[src/srb_pkg.sv]
// Shared constants for the serial receive buffer read engine
package srb_pkg;
  // Command codes as carried in the command word
  localparam logic [15:0] CMD_READ_BYTES = 16'h1132;
  localparam logic [15:0] CMD_READ_STRING = 16'h1133;
  // Cancel transaction types that end a pending read
  localparam logic [15:0] CANCEL_ALL = 16'h0001;
  localparam logic [15:0] CANCEL_READ = 16'h0002;
  // Destination memory type treated as word memory
  localparam logic [15:0] MEM_TYPE_WORD = 16'h0008;
  // Highest legal terminating character
  localparam logic [15:0] TERM_MAX = 16'h00ff;
  // Status word values written at completion
  localparam logic [15:0] STAT_DONE = 16'h0001;
  localparam logic [15:0] STAT_TIMEOUT = 16'h0002;
  localparam logic [15:0] STAT_BAD_CMD = 16'h0003;
  // Word offsets of the returned data area
  localparam logic [15:0] OFS_COUNT = 16'h0000;
  localparam logic [15:0] OFS_LEFT = 16'h0001;
  localparam logic [15:0] OFS_DATA = 16'h0002;
  // Receive buffer depth in characters, a power of two
  localparam int RX_DEPTH = 64;
  // One second of timeout expressed in clock cycles
  localparam int CLK_PERIOD_NS = 50;
  localparam int SECOND_NS = 1000000000;
  localparam int CYCLES_PER_SEC = SECOND_NS / CLK_PERIOD_NS;
endpackage

[src/srb_fifo.sv]
// Flip-flop receive buffer with two peek ports and a pop of up to two characters
`timescale 1ns/1ps
module srb_fifo
  import srb_pkg::*;
#(
  parameter int W = 8,
  parameter int DEPTH = RX_DEPTH,
  parameter int AW = $clog2(DEPTH)
)(
  // Clock and reset
  input wire logic clk_i,
  input wire logic rst_i,
  // Fill side
  input wire logic push_i,
  input wire logic [W-1:0] data_i,
  // Drain side
  input wire logic [1:0] pop_i,
  input wire logic [AW-1:0] off_i,
  output logic [W-1:0] peek_a_o,
  output logic [W-1:0] peek_b_o,
  output logic [AW:0] level_o,
  output logic full_o
);
  logic [W-1:0] mem_q [DEPTH];
  logic [AW-1:0] wr_q;
  logic [AW-1:0] rd_q;
  logic [AW:0] level_q;
  logic push_ok;

  // A push while full is simply not stored; the caller flags overflow
  assign full_o = (level_q == (AW+1)'(DEPTH));
  assign push_ok = push_i && !full_o;
  assign level_o = level_q;
  assign peek_a_o = mem_q[rd_q + off_i];
  assign peek_b_o = mem_q[rd_q + off_i + AW'(1)];

  // Pointers and level
  always_ff @(posedge clk_i)
  begin
    if (rst_i)
    begin
      wr_q <= '0;
      rd_q <= '0;
      level_q <= '0;
    end
    else
    begin
      wr_q <= wr_q + AW'(push_ok);
      rd_q <= rd_q + AW'(pop_i);
      level_q <= level_q + (AW+1)'(push_ok) - (AW+1)'(pop_i);
    end
  end

  // Storage needs no reset: only slots below the level are ever read
  always_ff @(posedge clk_i)
  begin
    if (push_ok)
      mem_q[wr_q] <= data_i;
  end
endmodule

[src/srb_timer.sv]
// Whole-second timeout timer; a zero second count never expires
`timescale 1ns/1ps
module srb_timer
  import srb_pkg::*;
#(
  parameter int CYC_PER_SEC = CYCLES_PER_SEC
)(
  // Clock and reset
  input wire logic clk_i,
  input wire logic rst_i,
  // Control
  input wire logic start_i,
  input wire logic stop_i,
  input wire logic [15:0] secs_i,
  // One-cycle expiry pulse
  output logic expired_o
);
  logic [31:0] pre_q;
  logic [15:0] sec_q;
  logic run_q;
  logic tick;

  assign tick = run_q && (pre_q == 32'(CYC_PER_SEC - 1));

  // Prescaler to seconds, then seconds down to expiry
  always_ff @(posedge clk_i)
  begin
    if (rst_i || stop_i)
    begin
      pre_q <= '0;
      sec_q <= '0;
      run_q <= 1'b0;
      expired_o <= 1'b0;
    end
    else if (start_i)
    begin
      pre_q <= '0;
      sec_q <= secs_i;
      run_q <= (secs_i != 16'h0000);
      expired_o <= 1'b0;
    end
    else
    begin
      pre_q <= tick ? 32'h0000_0000 : pre_q + 32'(run_q);
      sec_q <= tick ? sec_q - 16'h0001 : sec_q;
      run_q <= run_q && !(tick && sec_q == 16'h0001);
      expired_o <= tick && sec_q == 16'h0001;
    end
  end
endmodule

[src/srb_engine.sv]
// Serial receive buffer and read-bytes / read-string command engine
`timescale 1ns/1ps
module srb_engine
  import srb_pkg::*;
#(
  parameter int DEPTH = RX_DEPTH,
  parameter int CYC_PER_SEC = CYCLES_PER_SEC
)(
  // Clock and reset
  input wire logic clk_i,
  input wire logic rst_i,
  // Received characters from the serial framer
  input wire logic rx_valid_i,
  input wire logic [7:0] rx_data_i,
  // Command block fields
  input wire logic cmd_valid_i,
  input wire logic [15:0] cmd_code_i,
  input wire logic [15:0] cmd_timeout_i,
  input wire logic [15:0] cmd_arg_i,
  input wire logic [15:0] cmd_mem_type_i,
  input wire logic [15:0] cmd_addr_i,
  output logic cmd_ready_o,
  // Cancel command
  input wire logic cancel_valid_i,
  input wire logic [15:0] cancel_type_i,
  // Destination word writes
  output logic wr_valid_o,
  output logic [15:0] wr_addr_o,
  output logic [15:0] wr_data_o,
  output logic [1:0] wr_be_o,
  // Command status word
  output logic stat_valid_o,
  output logic [15:0] stat_word_o,
  // Port status
  input wire logic ovf_clear_i,
  output logic port_ovf_o,
  output logic port_by_data_o,
  output logic port_by_timeout_o,
  output logic [15:0] rx_level_o
);
  localparam int AW = $clog2(DEPTH);
  localparam int LW = AW + 1;
  localparam logic [15:0] DEPTH_W = 16'(DEPTH);

  typedef enum logic [5:0] {
    S_IDLE = 6'h01,
    S_WAIT = 6'h02,
    S_MOVE = 6'h04,
    S_CNT = 6'h08,
    S_LEFT = 6'h10,
    S_STAT = 6'h20
  } srb_state_t;

  srb_state_t state_q, state_d;
  logic str_q, word_q;
  logic [15:0] cnt_q, addr_q, stat_q, stat_d;
  logic [7:0] term_q;
  logic [LW-1:0] n_q, n_d, idx_q, idx_d, scan_q, scan_d;
  logic ovf_q, by_data_q, by_tmo_q, no_lim_q;
  logic wr_valid_q, stat_valid_q;
  logic [15:0] wr_addr_q, wr_data_q, wr_data_d;
  logic [1:0] wr_be_q;

  // Buffer side
  logic [7:0] peek_a, peek_b;
  logic [LW-1:0] level;
  logic full;
  logic [1:0] pop;

  // Timer side
  logic tmr_exp;

  // Decode of the incoming command and of the waiting conditions
  logic accept, is_bytes, is_string, bad_cmd, cancel_hit;
  logic bytes_ready, scan_valid, scan_hit, move_two, move_last;
  logic [LW-1:0] rem;

  assign accept = cmd_valid_i && (state_q == S_IDLE);
  assign is_bytes = (cmd_code_i == CMD_READ_BYTES);
  assign is_string = (cmd_code_i == CMD_READ_STRING);
  // A count the buffer can never hold would wait forever, so it is refused
  assign bad_cmd = !(is_bytes || is_string) ||
                   (is_string && cmd_arg_i > TERM_MAX) ||
                   (is_bytes && cmd_arg_i > DEPTH_W);
  assign cancel_hit = cancel_valid_i &&
                      (cancel_type_i == CANCEL_ALL || cancel_type_i == CANCEL_READ);
  assign bytes_ready = !str_q && (16'(level) >= cnt_q);
  assign scan_valid = str_q && (scan_q < level);
  assign scan_hit = scan_valid && (peek_a == term_q);
  assign rem = n_q - idx_q;
  assign move_two = (rem >= LW'(2));
  assign move_last = (rem <= LW'(2));
  assign pop = (state_q == S_MOVE) ? (move_two ? 2'd2 : 2'd1) : 2'd0;

  // Input buffer; arrivals while full are dropped inside it
  srb_fifo #(
    .W(8),
    .DEPTH(DEPTH),
    .AW(AW)
  ) u_fifo (
    .clk_i(clk_i),
    .rst_i(rst_i),
    .push_i(rx_valid_i),
    .data_i(rx_data_i),
    .pop_i(pop),
    .off_i((state_q == S_WAIT) ? scan_q[AW-1:0] : AW'(0)),
    .peek_a_o(peek_a),
    .peek_b_o(peek_b),
    .level_o(level),
    .full_o(full)
  );

  // Timeout counts only while a read waits; a zero field disables it
  srb_timer #(
    .CYC_PER_SEC(CYC_PER_SEC)
  ) u_timer (
    .clk_i(clk_i),
    .rst_i(rst_i),
    .start_i(accept),
    .stop_i(state_q != S_WAIT && !accept),
    .secs_i(cmd_timeout_i),
    .expired_o(tmr_exp)
  );

  // Next state; data wins over a timeout that lands in the same cycle
  always_comb
  begin
    state_d = state_q;
    n_d = n_q;
    idx_d = idx_q;
    scan_d = scan_q;
    stat_d = stat_q;
    case (state_q)
      S_IDLE:
      begin
        idx_d = '0;
        scan_d = '0;
        if (accept)
        begin
          if (bad_cmd)
          begin
            stat_d = STAT_BAD_CMD;
            state_d = S_STAT;
          end
          else if (is_bytes && cmd_arg_i == 16'h0000)
          begin
            n_d = '0;
            state_d = S_CNT;
          end
          else
            state_d = S_WAIT;
        end
      end
      S_WAIT:
      begin
        if (cancel_hit)
          state_d = S_IDLE;
        else if (bytes_ready)
        begin
          n_d = LW'(cnt_q);
          state_d = S_MOVE;
        end
        else if (scan_hit)
        begin
          n_d = scan_q + LW'(1);
          state_d = S_MOVE;
        end
        else if (tmr_exp)
        begin
          stat_d = STAT_TIMEOUT;
          state_d = S_STAT;
        end
        else if (scan_valid)
          scan_d = scan_q + LW'(1);
      end
      S_MOVE:
      begin
        idx_d = idx_q + (move_two ? LW'(2) : LW'(1));
        if (move_last)
          state_d = S_CNT;
      end
      S_CNT:
        state_d = S_LEFT;
      S_LEFT:
      begin
        stat_d = STAT_DONE;
        state_d = S_STAT;
      end
      S_STAT:
        state_d = S_IDLE;
      default:
        state_d = S_IDLE;
    endcase
  end

  // Word to write: packed pair, delivered count or remaining count
  always_comb
  begin
    wr_data_d = 16'h0000;
    case (state_q)
      S_MOVE:
        wr_data_d = {move_two ? peek_b : 8'h00, peek_a};
      S_CNT:
        wr_data_d = 16'(n_q);
      S_LEFT:
        wr_data_d = 16'(level);
      default:
        wr_data_d = 16'h0000;
    endcase
  end

  // Control state, counters and status code
  always_ff @(posedge clk_i)
  begin
    if (rst_i)
    begin
      state_q <= S_IDLE;
      n_q <= '0;
      idx_q <= '0;
      scan_q <= '0;
      stat_q <= 16'h0000;
    end
    else
    begin
      state_q <= state_d;
      n_q <= n_d;
      idx_q <= idx_d;
      scan_q <= scan_d;
      stat_q <= stat_d;
    end
  end

  // Fields are held for the whole read since the caller may change its ports
  always_ff @(posedge clk_i)
  begin
    if (rst_i)
    begin
      str_q <= 1'b0;
      word_q <= 1'b0;
      cnt_q <= 16'h0000;
      addr_q <= 16'h0000;
      term_q <= 8'h00;
      no_lim_q <= 1'b0;
    end
    else if (accept)
    begin
      str_q <= is_string;
      word_q <= (cmd_mem_type_i == MEM_TYPE_WORD);
      cnt_q <= cmd_arg_i;
      addr_q <= cmd_addr_i;
      term_q <= cmd_arg_i[7:0];
      // Remembered so the checker knows this wait must never time out
      no_lim_q <= (cmd_timeout_i == 16'h0000);
    end
  end

  // Registered write port; status is only written on the way out
  always_ff @(posedge clk_i)
  begin
    if (rst_i)
    begin
      wr_valid_q <= 1'b0;
      wr_addr_q <= 16'h0000;
      wr_data_q <= 16'h0000;
      wr_be_q <= 2'b00;
      stat_valid_q <= 1'b0;
    end
    else
    begin
      wr_valid_q <= (state_q == S_MOVE) || (state_q == S_CNT) || (state_q == S_LEFT);
      wr_addr_q <= (state_q == S_MOVE) ? addr_q + OFS_DATA + 16'(idx_q >> 1) :
                   (state_q == S_CNT) ? addr_q + OFS_COUNT : addr_q + OFS_LEFT;
      wr_data_q <= wr_data_d;
      // Byte memory keeps its odd high byte untouched; word memory gets zero
      wr_be_q <= (state_q == S_MOVE && !move_two && !word_q) ? 2'b01 : 2'b11;
      stat_valid_q <= (state_q == S_STAT);
    end
  end

  // Port status: overflow is sticky, and an arrival while full beats a clear
  always_ff @(posedge clk_i)
  begin
    if (rst_i)
    begin
      ovf_q <= 1'b0;
      by_data_q <= 1'b0;
      by_tmo_q <= 1'b0;
    end
    else
    begin
      ovf_q <= (rx_valid_i && full) || (ovf_q && !ovf_clear_i);
      if (state_q == S_STAT && stat_q != STAT_BAD_CMD)
      begin
        by_data_q <= (stat_q == STAT_DONE);
        by_tmo_q <= (stat_q == STAT_TIMEOUT);
      end
    end
  end

  // One-hot idle bit, so ready comes straight from a flip-flop
  assign cmd_ready_o = state_q[0];
  assign wr_valid_o = wr_valid_q;
  assign wr_addr_o = wr_addr_q;
  assign wr_data_o = wr_data_q;
  assign wr_be_o = wr_be_q;
  assign stat_valid_o = stat_valid_q;
  assign stat_word_o = stat_q;
  assign port_ovf_o = ovf_q;
  assign port_by_data_o = by_data_q;
  assign port_by_timeout_o = by_tmo_q;
  assign rx_level_o = 16'(level);

  // Checks kept beside the logic
  stat_hold_a: assert property (@(posedge clk_i) disable iff (rst_i)
    state_q == S_WAIT |-> !stat_valid_o)
    else $error("status written while read pending");
  zero_count_a: assert property (@(posedge clk_i) disable iff (rst_i)
    accept && !bad_cmd && is_bytes && cmd_arg_i == 16'h0000 |->
    ##2 (wr_valid_o && wr_data_o == 16'h0000) ##1 (wr_valid_o && !$past(state_q == S_MOVE, 2)))
    else $error("zero count read moved data");
  cancel_quiet_a: assert property (@(posedge clk_i) disable iff (rst_i)
    state_q == S_WAIT && cancel_hit |=> state_q == S_IDLE ##1 (!stat_valid_o && !wr_valid_o))
    else $error("cancelled read still completed");
  ovf_flag_a: assert property (@(posedge clk_i) disable iff (rst_i)
    rx_valid_i && full && !ovf_clear_i |=> port_ovf_o && level == $past(level) - LW'($past(pop)))
    else $error("overflow not flagged or char stored");
  bad_nodata_a: assert property (@(posedge clk_i) disable iff (rst_i)
    accept && bad_cmd |-> ##1 !wr_valid_o ##1 (!wr_valid_o && stat_valid_o &&
    stat_word_o == STAT_BAD_CMD))
    else $error("failed command wrote data");
  tmo_keep_a: assert property (@(posedge clk_i) disable iff (rst_i)
    state_q == S_WAIT && tmr_exp && !cancel_hit && !bytes_ready && !scan_hit |=>
    level >= $past(level) ##1 (stat_valid_o && stat_word_o == STAT_TIMEOUT && !wr_valid_o))
    else $error("timeout lost buffer data");
  odd_zero_a: assert property (@(posedge clk_i) disable iff (rst_i)
    state_q == S_MOVE && !move_two && word_q |=> wr_data_o[15:8] == 8'h00 && wr_be_o == 2'b11)
    else $error("odd word high byte not zero");
  left_count_a: assert property (@(posedge clk_i) disable iff (rst_i)
    state_q == S_LEFT |=> wr_valid_o && wr_addr_o == $past(addr_q) + OFS_LEFT &&
    wr_data_o == 16'($past(level)))
    else $error("remaining count wrong");
  no_limit_a: assert property (@(posedge clk_i) disable iff (rst_i)
    state_q == S_WAIT && no_lim_q |-> !tmr_exp)
    else $error("zero timeout expired");
endmodule

[config.mk]
export PLATFORM = sky130hd
export DESIGN_NAME = srb_engine
export DESIGN_NICKNAME = d
export VERILOG_FILES = /design/src/srb_pkg.sv /design/src/srb_fifo.sv /design/src/srb_timer.sv /design/src/srb_engine.sv
export SDC_FILE = /design/constraint.sdc
export NUM_CORES = 1
export LEC_CHECK = 0
export ABC_CLOCK_PERIOD_IN_PS = 4780
export BUFFER_PORTS_ARGS = -buffer_cell sky130_fd_sc_hd__buf_4
export CAP_MARGIN = 5
export CORE_MARGIN = 1
export CORE_UTILIZATION = 56
export CTS_CLUSTER_SIZE = 20
export DETAILED_ROUTE_END_ITERATION = 10
export HOLD_SLACK_MARGIN = 0.15
export PLACE_DENSITY = 0.77
export SYNTH_ARGS = -nofsm -noshare
export SYNTH_HDL_FRONTEND = slang
export SYNTH_HIERARCHICAL = 1
export SYNTH_SLANG_ARGS = --single-unit
[constraint.sdc]
create_clock -name clk_i -period 4.78 [get_ports clk_i]
set_clock_uncertainty 0.05 [all_clocks]
set_input_delay 0.239 -clock clk_i [delete_from_list [all_inputs] [get_ports clk_i]]
set_output_delay 0.239 -clock clk_i [all_outputs]
set_load 0.05 [all_outputs]
==> run summary, run 1 <==
* **status** finished, violations left
* **violations in the final reports** DRC, setup timing
* **register clock-pin slew on the reported worst setup and hold paths** 0.07 ns
* **area after detailed placement** 36,900 sq um
* **Final Critical Period** 5.58 ns
* **clock buffers created by TritonCTS** 72
* **remaining global-route overflow** 0
* **worst path cell trace** or4_4, nor3b_4, and2_4, ha_4, inv_2, fa_4, buf_12, buf_16, mux4_2, and3_4, a311oi_2, o22a_1, o221ai_2, xnor2_1, nand4_1, nor2_4, buf_4, and2_4, or4_1, nand4_1, buf_4, nor2_1
* **Post-Syn Area per Cell** 14.2 sq um
* **post-synthesis share of cell area spent on xor and xnor gates** 2.48%
* **Critical Path Start Type** flop
* **highest clock rate** 0.179 GHz
* **final standard cell area without fillers** 41,700 sq um
* **cell accounting for the most synthesized area** sky130_fd_sc_hd__edfxtp_1
* **required time of the worst setup path** 5.24 ns
* **top cells by area in the synthesized netlist** sky130_fd_sc_hd__edfxtp_1 46%, sky130_fd_sc_hd__mux4_2 17%, sky130_fd_sc_hd__dfxtp_1 10%
* **largest net degree at the start of global routing** 65
* **reg-to-reg setup timing slack** -0.80 ns
* **crit path setup slack, layout** -0.804 ns
* **worst slack at placement** -0.950 ns
* **TritonRoute pass-1 iters** 11
* **final antenna-violating net count** 0
* **clock tree buffer depth** 3
* **highest-count cells in the layout ignoring fill and taps** 512 x sky130_fd_sc_hd__edfxtp_1, 318 x sky130_fd_sc_hd__buf_4, 255 x sky130_fd_sc_hd__mux4_2
* **Final nets** 2,952
* **fraction of layout instances using a drive strength above 1** 33.1%
* **synthesized instance count** 2,368
* **initial antenna violation count** 1
* **arrival time of the worst setup path** 6.05 ns
* **Buffers & Inverters on Critical Path** 5
* **simple logic cell fraction of the synthesized area** 9.34%
* **Post-DP HPWL** 61,200 um
* **starting density of the core** 56.9%
* **family with the most delay on the worst path** simple AND/OR/NAND/NOR gates
* **first-pass GRT wire length** 146,000 um
* **core region area** 59,200 sq um
* **overall track demand over capacity in global routing** 32.3%
* **slowest stage delay, CP** 0.82 ns
* **Clock Root Buffer** sky130_fd_sc_hd__clkbuf_16
* **number of buffers added on ports** 158
* **Max Transition Viols Final** 0
* **post-synthesis sequential area ratio** 55.8%
* **setup repair after global routing missed its margin** true
* **fin crit share** 117%
* **maximum resistive drop on vdd** 483 uV
* **number of standard-cell rows in the floorplan** 89
* **die area** 61,200 sq um
* **layout overhead on the synthesized area** 23.8%
* **post-synthesis adder-cell area fraction** 2.55%
* **number of register bits inferred by synthesis** 683
* **DRC violation total after the first TritonRoute iteration** 3,169
* **final core utilization** 70.5%
* **detailed-route DRC error count** 33
* **clock sink total** 683
* **count of flip-flops with a built-in enable after synthesis** 512
* **deepest level of the CTS H-tree** 3
* **number of warning messages in the yosys log** 6
* **slew at the pin closest to its max-slew limit** 1.28 ns
* **largest driver fanout on the critical path** 5
* **Chip Height** 247 um
* **portion of netlist area occupied by mux cells** 20.9%
* **max-cap viol count** 0
* **horizontal extent of the die** 247 um
* **total number of vias** 24.4k
* **total setup violations reported at the end of the flow** 34
* **Leakage** 0.0145 uW
* **Top Ports** 182
* **Yosys top cell area share** 45.6%
* **post-synthesis cell type count** 86
* **most common cell after layout, fill and taps aside** sky130_fd_sc_hd__edfxtp_1
* **number of hold violations in the final report** 0
* **wire per inst** 27.9 um
* **Routed Wire Length** 101,000 um
* **CTS tree** yes
* **post-synthesis compound-gate area fraction** 5.70%
* **Async SR Flop Fraction** 0%
* **path class of the lowest-slack min-delay path** in -> reg
* **number of global-route vias before repair** 24.0k
* **combinational family with the most area after synthesis** multiplexers
* **gp weighted congestion** 0.983
* **CP max stage cell** sky130_fd_sc_hd__fa_4
* **synthesized area** 33,700 sq um
* **most instantiated flip-flop cell in the synthesis netlist** sky130_fd_sc_hd__edfxtp_1
* **filler instances** 3,634
* **Worst Path Class, Setup** reg -> reg
* **vias per cell** 6.77
* **relative slew slack** 14.1%
* **power per cell area** 323 nW/um^2
* **clock latency on the worst-skew pair** 0.63 ns
* **total power** 13,500 uW
* **CP endpoint kind** flop
## logic make-up after synthesis
kind of cell    after synthesis
compound gates              297
fa+ha+maj                    65
mux                         382
buf+inv                     224
simple gates                629
other cells                   1
xor+xnor                     87
flops                       683
## worst paths after layout
check                    start             endpoint  depth (start not counted)
hold / removal    rx_data_i[4]  u_fifo/mem_q[63][4]                          1
setup reg to reg    state_q[5]           state_q[3]                         22
setup / recovery    state_q[5]           state_q[3]                         22
hold reg to reg      cnt_q[15]            cnt_q[15]                          2
## metal layers
layer	share of wire, %	wire length [um]	track usage, %	vias to the layer above
met3	12	11800	7.46	321
met5	0	0	0	-
met1	36	35900	41.4	12200
met2	48	48000	52.2	1771
li1	-	-	-	10100
met4	5.0	5080	15.5	0
## synthesized netlist by cell type (all sizes together), types with 19 or more instances
cell type / count
xor2: 40
and3: 47
a21oi: 121
clkbuf: 73
ha: 59
mux4: 256
nor2: 186
a311oi: 36
nand4: 23
nor4: 20
nor3: 19
edfxtp: 512
dfxtp: 171
or3: 23
mux2i: 126
xnor2: 46
o21ai: 45
buf: 86
inv: 63
nand2: 177
nand3: 31
## stage by stage
stage          setup TNS, ns  std cells  hold slack, ns
6_report              -17.51       3609           0.161
5_1_grt               -20.57       3609           0.159
4_1_cts               -13.06       3584           0.153
3_5_place_dp          -19.08       3338           0.404
3_3_place_gp          -16.87       3338           0.392
2_1_floorplan              0       2390           0.288
## state kept, by name, indices dropped and copies added, names as in the netlist, 2 cells and up
signal / count
u_fifo/wr_q: 6
addr_q: 16
n_q: 7
wr_be_o: 2
scan_q: 7
u_fifo/level_o: 7
state_q: 6
u_fifo/mem_q: 512
stat_word_o: 2
wr_addr_o: 16
u_fifo/rd_q: 6
u_timer/sec_q: 16
wr_data_o: 16
idx_q: 7
u_timer/pre_q: 32
cnt_q: 16
## cell type report
cell class | instances | area [sq um] | share of cell area (%)
diodes | 1 | 2.50 | 0.00600
clock inverters | 41 | 439 | 1.05
clock buffers | 91 | 1930 | 4.63
well taps | 773 | 967 | 2.32
flip-flops and latches | 683 | 18800 | 45.0
repair buffers | 471 | 4700 | 11.3
multi-input cells | 1484 | 14600 | 35.1
inverters | 65 | 246 | 0.591
## power by group
group	total [uW]	switching [uW]	internal, uW
registers	6600	132	6470
logic	1250	783	469
clock network	5640	2440	3200
## timing repair
| item | CTS | global route |
|---|---|---|
| hold buffers | 67 | 0 |
| endpoints found under the setup margin | 36 | 36 |
| gates cloned | 13 | 5 |
| hold endpoints to repair | 250 | 0 |
| buffers inserted | 39 | 27 |
| gates resized for setup | 118 | 77 |
| pin swaps | 38 | 46 |
(Power assumes the default switching activity.)
==> inputs of run 2 (changes only) <==
- CORE_ASPECT_RATIO: not set -> 0.6
==> run summary, run 2 (synthesized netlist as in run 1, its figures left out) <==
* **register clock-pin slew on the reported worst setup and hold paths** 0.07 ns, about the same
* **vias per cell** 6.86, was 6.77
* **horizontal extent of the die** 319 um, was 247 um
* **Clock Root Buffer** sky130_fd_sc_hd__clkbuf_16, unchanged
* **Chip Height** 192 um, was 247 um
* **status** finished, violations left, unchanged
* **clock buffers created by TritonCTS** 60, was 72
* **die area** 61,200 sq um, about the same
* **total power** 13,000 uW, was 13,500 uW
* **initial antenna violation count** 2, was 1
* **Diodes inserted** 0, was 1
* **total number of vias** 24.7k, was 24.4k
* **core region area** 59,300 sq um, was 59,200 sq um
* **wire per inst** 28.7 um, was 27.9 um
* **setup repair after global routing missed its margin** true, unchanged
* **reg-to-reg setup timing slack** -0.71 ns, was -0.80 ns
* **most common cell after layout, fill and taps aside** sky130_fd_sc_hd__edfxtp_1, unchanged
* **crit path setup slack, layout** -0.706 ns, was -0.804 ns
* **worst slack at placement** -1.03 ns, was -0.950 ns
* **number of global-route vias before repair** 23.7k, was 24.0k
* **DRC violation total after the first TritonRoute iteration** 3,664, was 3,169
* **final antenna-violating net count** 0, unchanged
* **remaining global-route overflow** 0, unchanged
* **largest driver fanout on the critical path** 15, was 5
* **Detail Route met3 WL** 15,700 um, was 11,800 um
* **Leakage** 0.0142 uW, was 0.0145 uW
* **Routed Wire Length** 103,000 um, was 101,000 um
* **Top Ports** 182, unchanged
* **family with the most delay on the worst path** simple AND/OR/NAND/NOR gates, unchanged
* **max-cap viol count** 0, unchanged
* **number of flip-flops under the largest register name** 512, unchanged
* **total setup violations reported at the end of the flow** 29, was 34
* **number of buffers added on ports** 158, unchanged
* **slowest stage delay, CP** 0.83 ns, was 0.82 ns
* **first-pass GRT wire length** 151,000 um, was 146,000 um
* **Post-DP HPWL** 66,000 um, was 61,200 um
* **Worst Hold Depth** 1, unchanged
* **most repeated library cell on the critical path** sky130_fd_sc_hd__buf_4
* **highest clock rate** 0.182 GHz, was 0.179 GHz
* **gp weighted congestion** 0.946, was 0.983
* **Buffers & Inverters on Critical Path** 5, unchanged
* **clock sink total** 683, unchanged
* **Hold Slack** 0.146 ns, was 0.161 ns
* **endpoint of the worst hold-timing path** u_fifo/mem_q[3][2], was u_fifo/mem_q[63][4]
* **number of hold violations in the final report** 0, unchanged
* **largest register by flop count** u_fifo/mem_q, unchanged
* **clock tree buffer depth** 3, unchanged
* **wire length on met1** 40,000 um, was 35,900 um
* **path class of the lowest-slack min-delay path** in -> reg, unchanged
* **slew at the pin closest to its max-slew limit** 1.15 ns, was 1.28 ns
* **reg-to-reg startpoint** state_q[2], was state_q[5]
* **Final nets** 2,938, was 2,952
* **Hold Path Origin** rx_data_i[2], was rx_data_i[4]
* **violations in the final reports** setup timing, was DRC, setup timing
* **CTS tree** yes, unchanged
* **FF-to-FF path depth** 22, unchanged
* **detailed-route DRC error count** 0, was 33
* **overall track demand over capacity in global routing** 33.3%, was 32.3%
* **TritonRoute pass-1 iters** 7, was 11
* **Final Critical Period** 5.49 ns, was 5.58 ns
* **relative slew slack** 23.0%, was 14.1%
* **filler instances** 3,720, was 3,634
* **highest-count cells in the layout ignoring fill and taps** 512 x sky130_fd_sc_hd__edfxtp_1, 322 x sky130_fd_sc_hd__buf_4, 255 x sky130_fd_sc_hd__mux4_2, was 512 x sky130_fd_sc_hd__edfxtp_1, 318 x sky130_fd_sc_hd__buf_4, 255 x sky130_fd_sc_hd__mux4_2
* **power per cell area** 317 nW/um^2, was 323 nW/um^2
* **Max Transition Viols Final** 0, unchanged
* **Worst Path Class, Setup** reg -> reg, unchanged
* **number of standard-cell rows in the floorplan** 69, was 89
* **clock latency on the worst-skew pair** 0.64 ns, was 0.63 ns
* **Critical Path Start Type** flop, unchanged
* **CP max stage cell** sky130_fd_sc_hd__fa_4, unchanged
* **maximum resistive drop on vdd** 374 uV, was 483 uV
* **fin crit share** 115%, was 117%
* **starting density of the core** 56.8%, was 56.9%
* **total length of routed met2 wires** 44,800 um, was 48,000 um
* **layout overhead on the synthesized area** 21.5%, was 23.8%
* **fraction of layout instances using a drive strength above 1** 30.6%, was 33.1%
* **deepest level of the CTS H-tree** 2, was 3
* **worst path cell trace** or4_4, nor3b_4, and2_4, ha_4, inv_2, fa_4, buf_4, buf_12, mux4_2, nand2_1, a21oi_1, a311oi_1, buf_4, o221ai_2, xnor2_1, nand4_1, nor2_4, a22oi_2, o21ai_2, buf_6, mux2i_1, nor2_1, was or4_4, nor3b_4, and2_4, ha_4, inv_2, fa_4, buf_12, buf_16, mux4_2, and3_4, a311oi_2, o22a_1, o221ai_2, xnor2_1, nand4_1, nor2_4, buf_4, and2_4, or4_1, nand4_1, buf_4, nor2_1
* **arrival time of the worst setup path** 5.93 ns, was 6.05 ns
* **highest metal layer with signal wires** met4, unchanged
* **CP endpoint kind** flop, unchanged
* **largest net degree at the start of global routing** 65, unchanged
* **capture instance of the worst register-to-register path** n_q[5], was state_q[3]
* **Largest regs** u_fifo/mem_q (512), u_timer/pre_q (32), unchanged
* **required time of the worst setup path** 5.22 ns, was 5.24 ns
## run 2: cell types whose count changed in the layout (fill, tap and decap cells not counted), sizes merged, moves of 5 or more
cell	before	now
inv	72	67
clkbuf	95	76
buf	399	376
dlygate4sd3	67	94
## run 2: report_power, final
group	internal (uW)	switching, uW
registers	6460	127
clock network	2770	2270
logic	491	840
total	9720	3240
## run 2: layout make-up
| class | instances | area [sq um] | area share [%] |
|---|---|---|---|
| Timing Repair Buffer | 470 | 4410 | 10.8 |
| Sequential cell | 683 | 18800 | 45.9 |
| Clock buffer | 76 | 1640 | 4.01 |
| Clock inverter | 38 | 373 | 0.910 |
| Inverter | 65 | 246 | 0.602 |
| Tap cell | 781 | 977 | 2.39 |
| Multi-Input combinational cell | 1483 | 14500 | 35.4 |
## run 2: stage by stage
stage	setup TNS, ns	instances	area, sq um	utilization, %
CTS	-10.49	3595	40800	68.8
global placement	-16.86	3354	36900	62.3
finish	-13.51	3596	41000	69.1
global route	-17.20	3596	41000	69.1
floorplan	0	2390	33800	-
detailed placement	-20.47	3354	36900	62.3
## run 2: repair_timing
item / in CTS / in global routing
setup buffers: 26 / 8
pin swaps: 26 / 18
gates cloned: 9 / 0
endpoints found under the hold margin: 142 / 0
setup endpoints to repair: 32 / 39
hold buffers: 94 / 0
resized for setup: 95 / 46
## run 2: how the worst max path moves through the flow
| stage | depth (start not counted) | slack [ns] | end | start |
|---|---|---|---|---|
| 3_5_place_dp | 21 | -1.03 | n_q[2] | state_q[2] |
| 4_1_cts | 24 | -0.62 | n_q[2] | state_q[2] |
| 6_report | 22 | -0.71 | n_q[5] | state_q[2] |
| 3_3_place_gp | 21 | -0.91 | n_q[6] | state_q[2] |
| 5_1_grt | 23 | -0.83 | n_q[5] | state_q[2] |
| 2_1_floorplan | 21 | 0.009 | n_q[2] | state_q[2] |
## run 2: per-layer routing
metal,up-vias,global-route usage [%]
met1,12400,48.8
met4,0,8.10
met3,256,11.3
li1,10000,-
met5,-,0
met2,1988,47.7
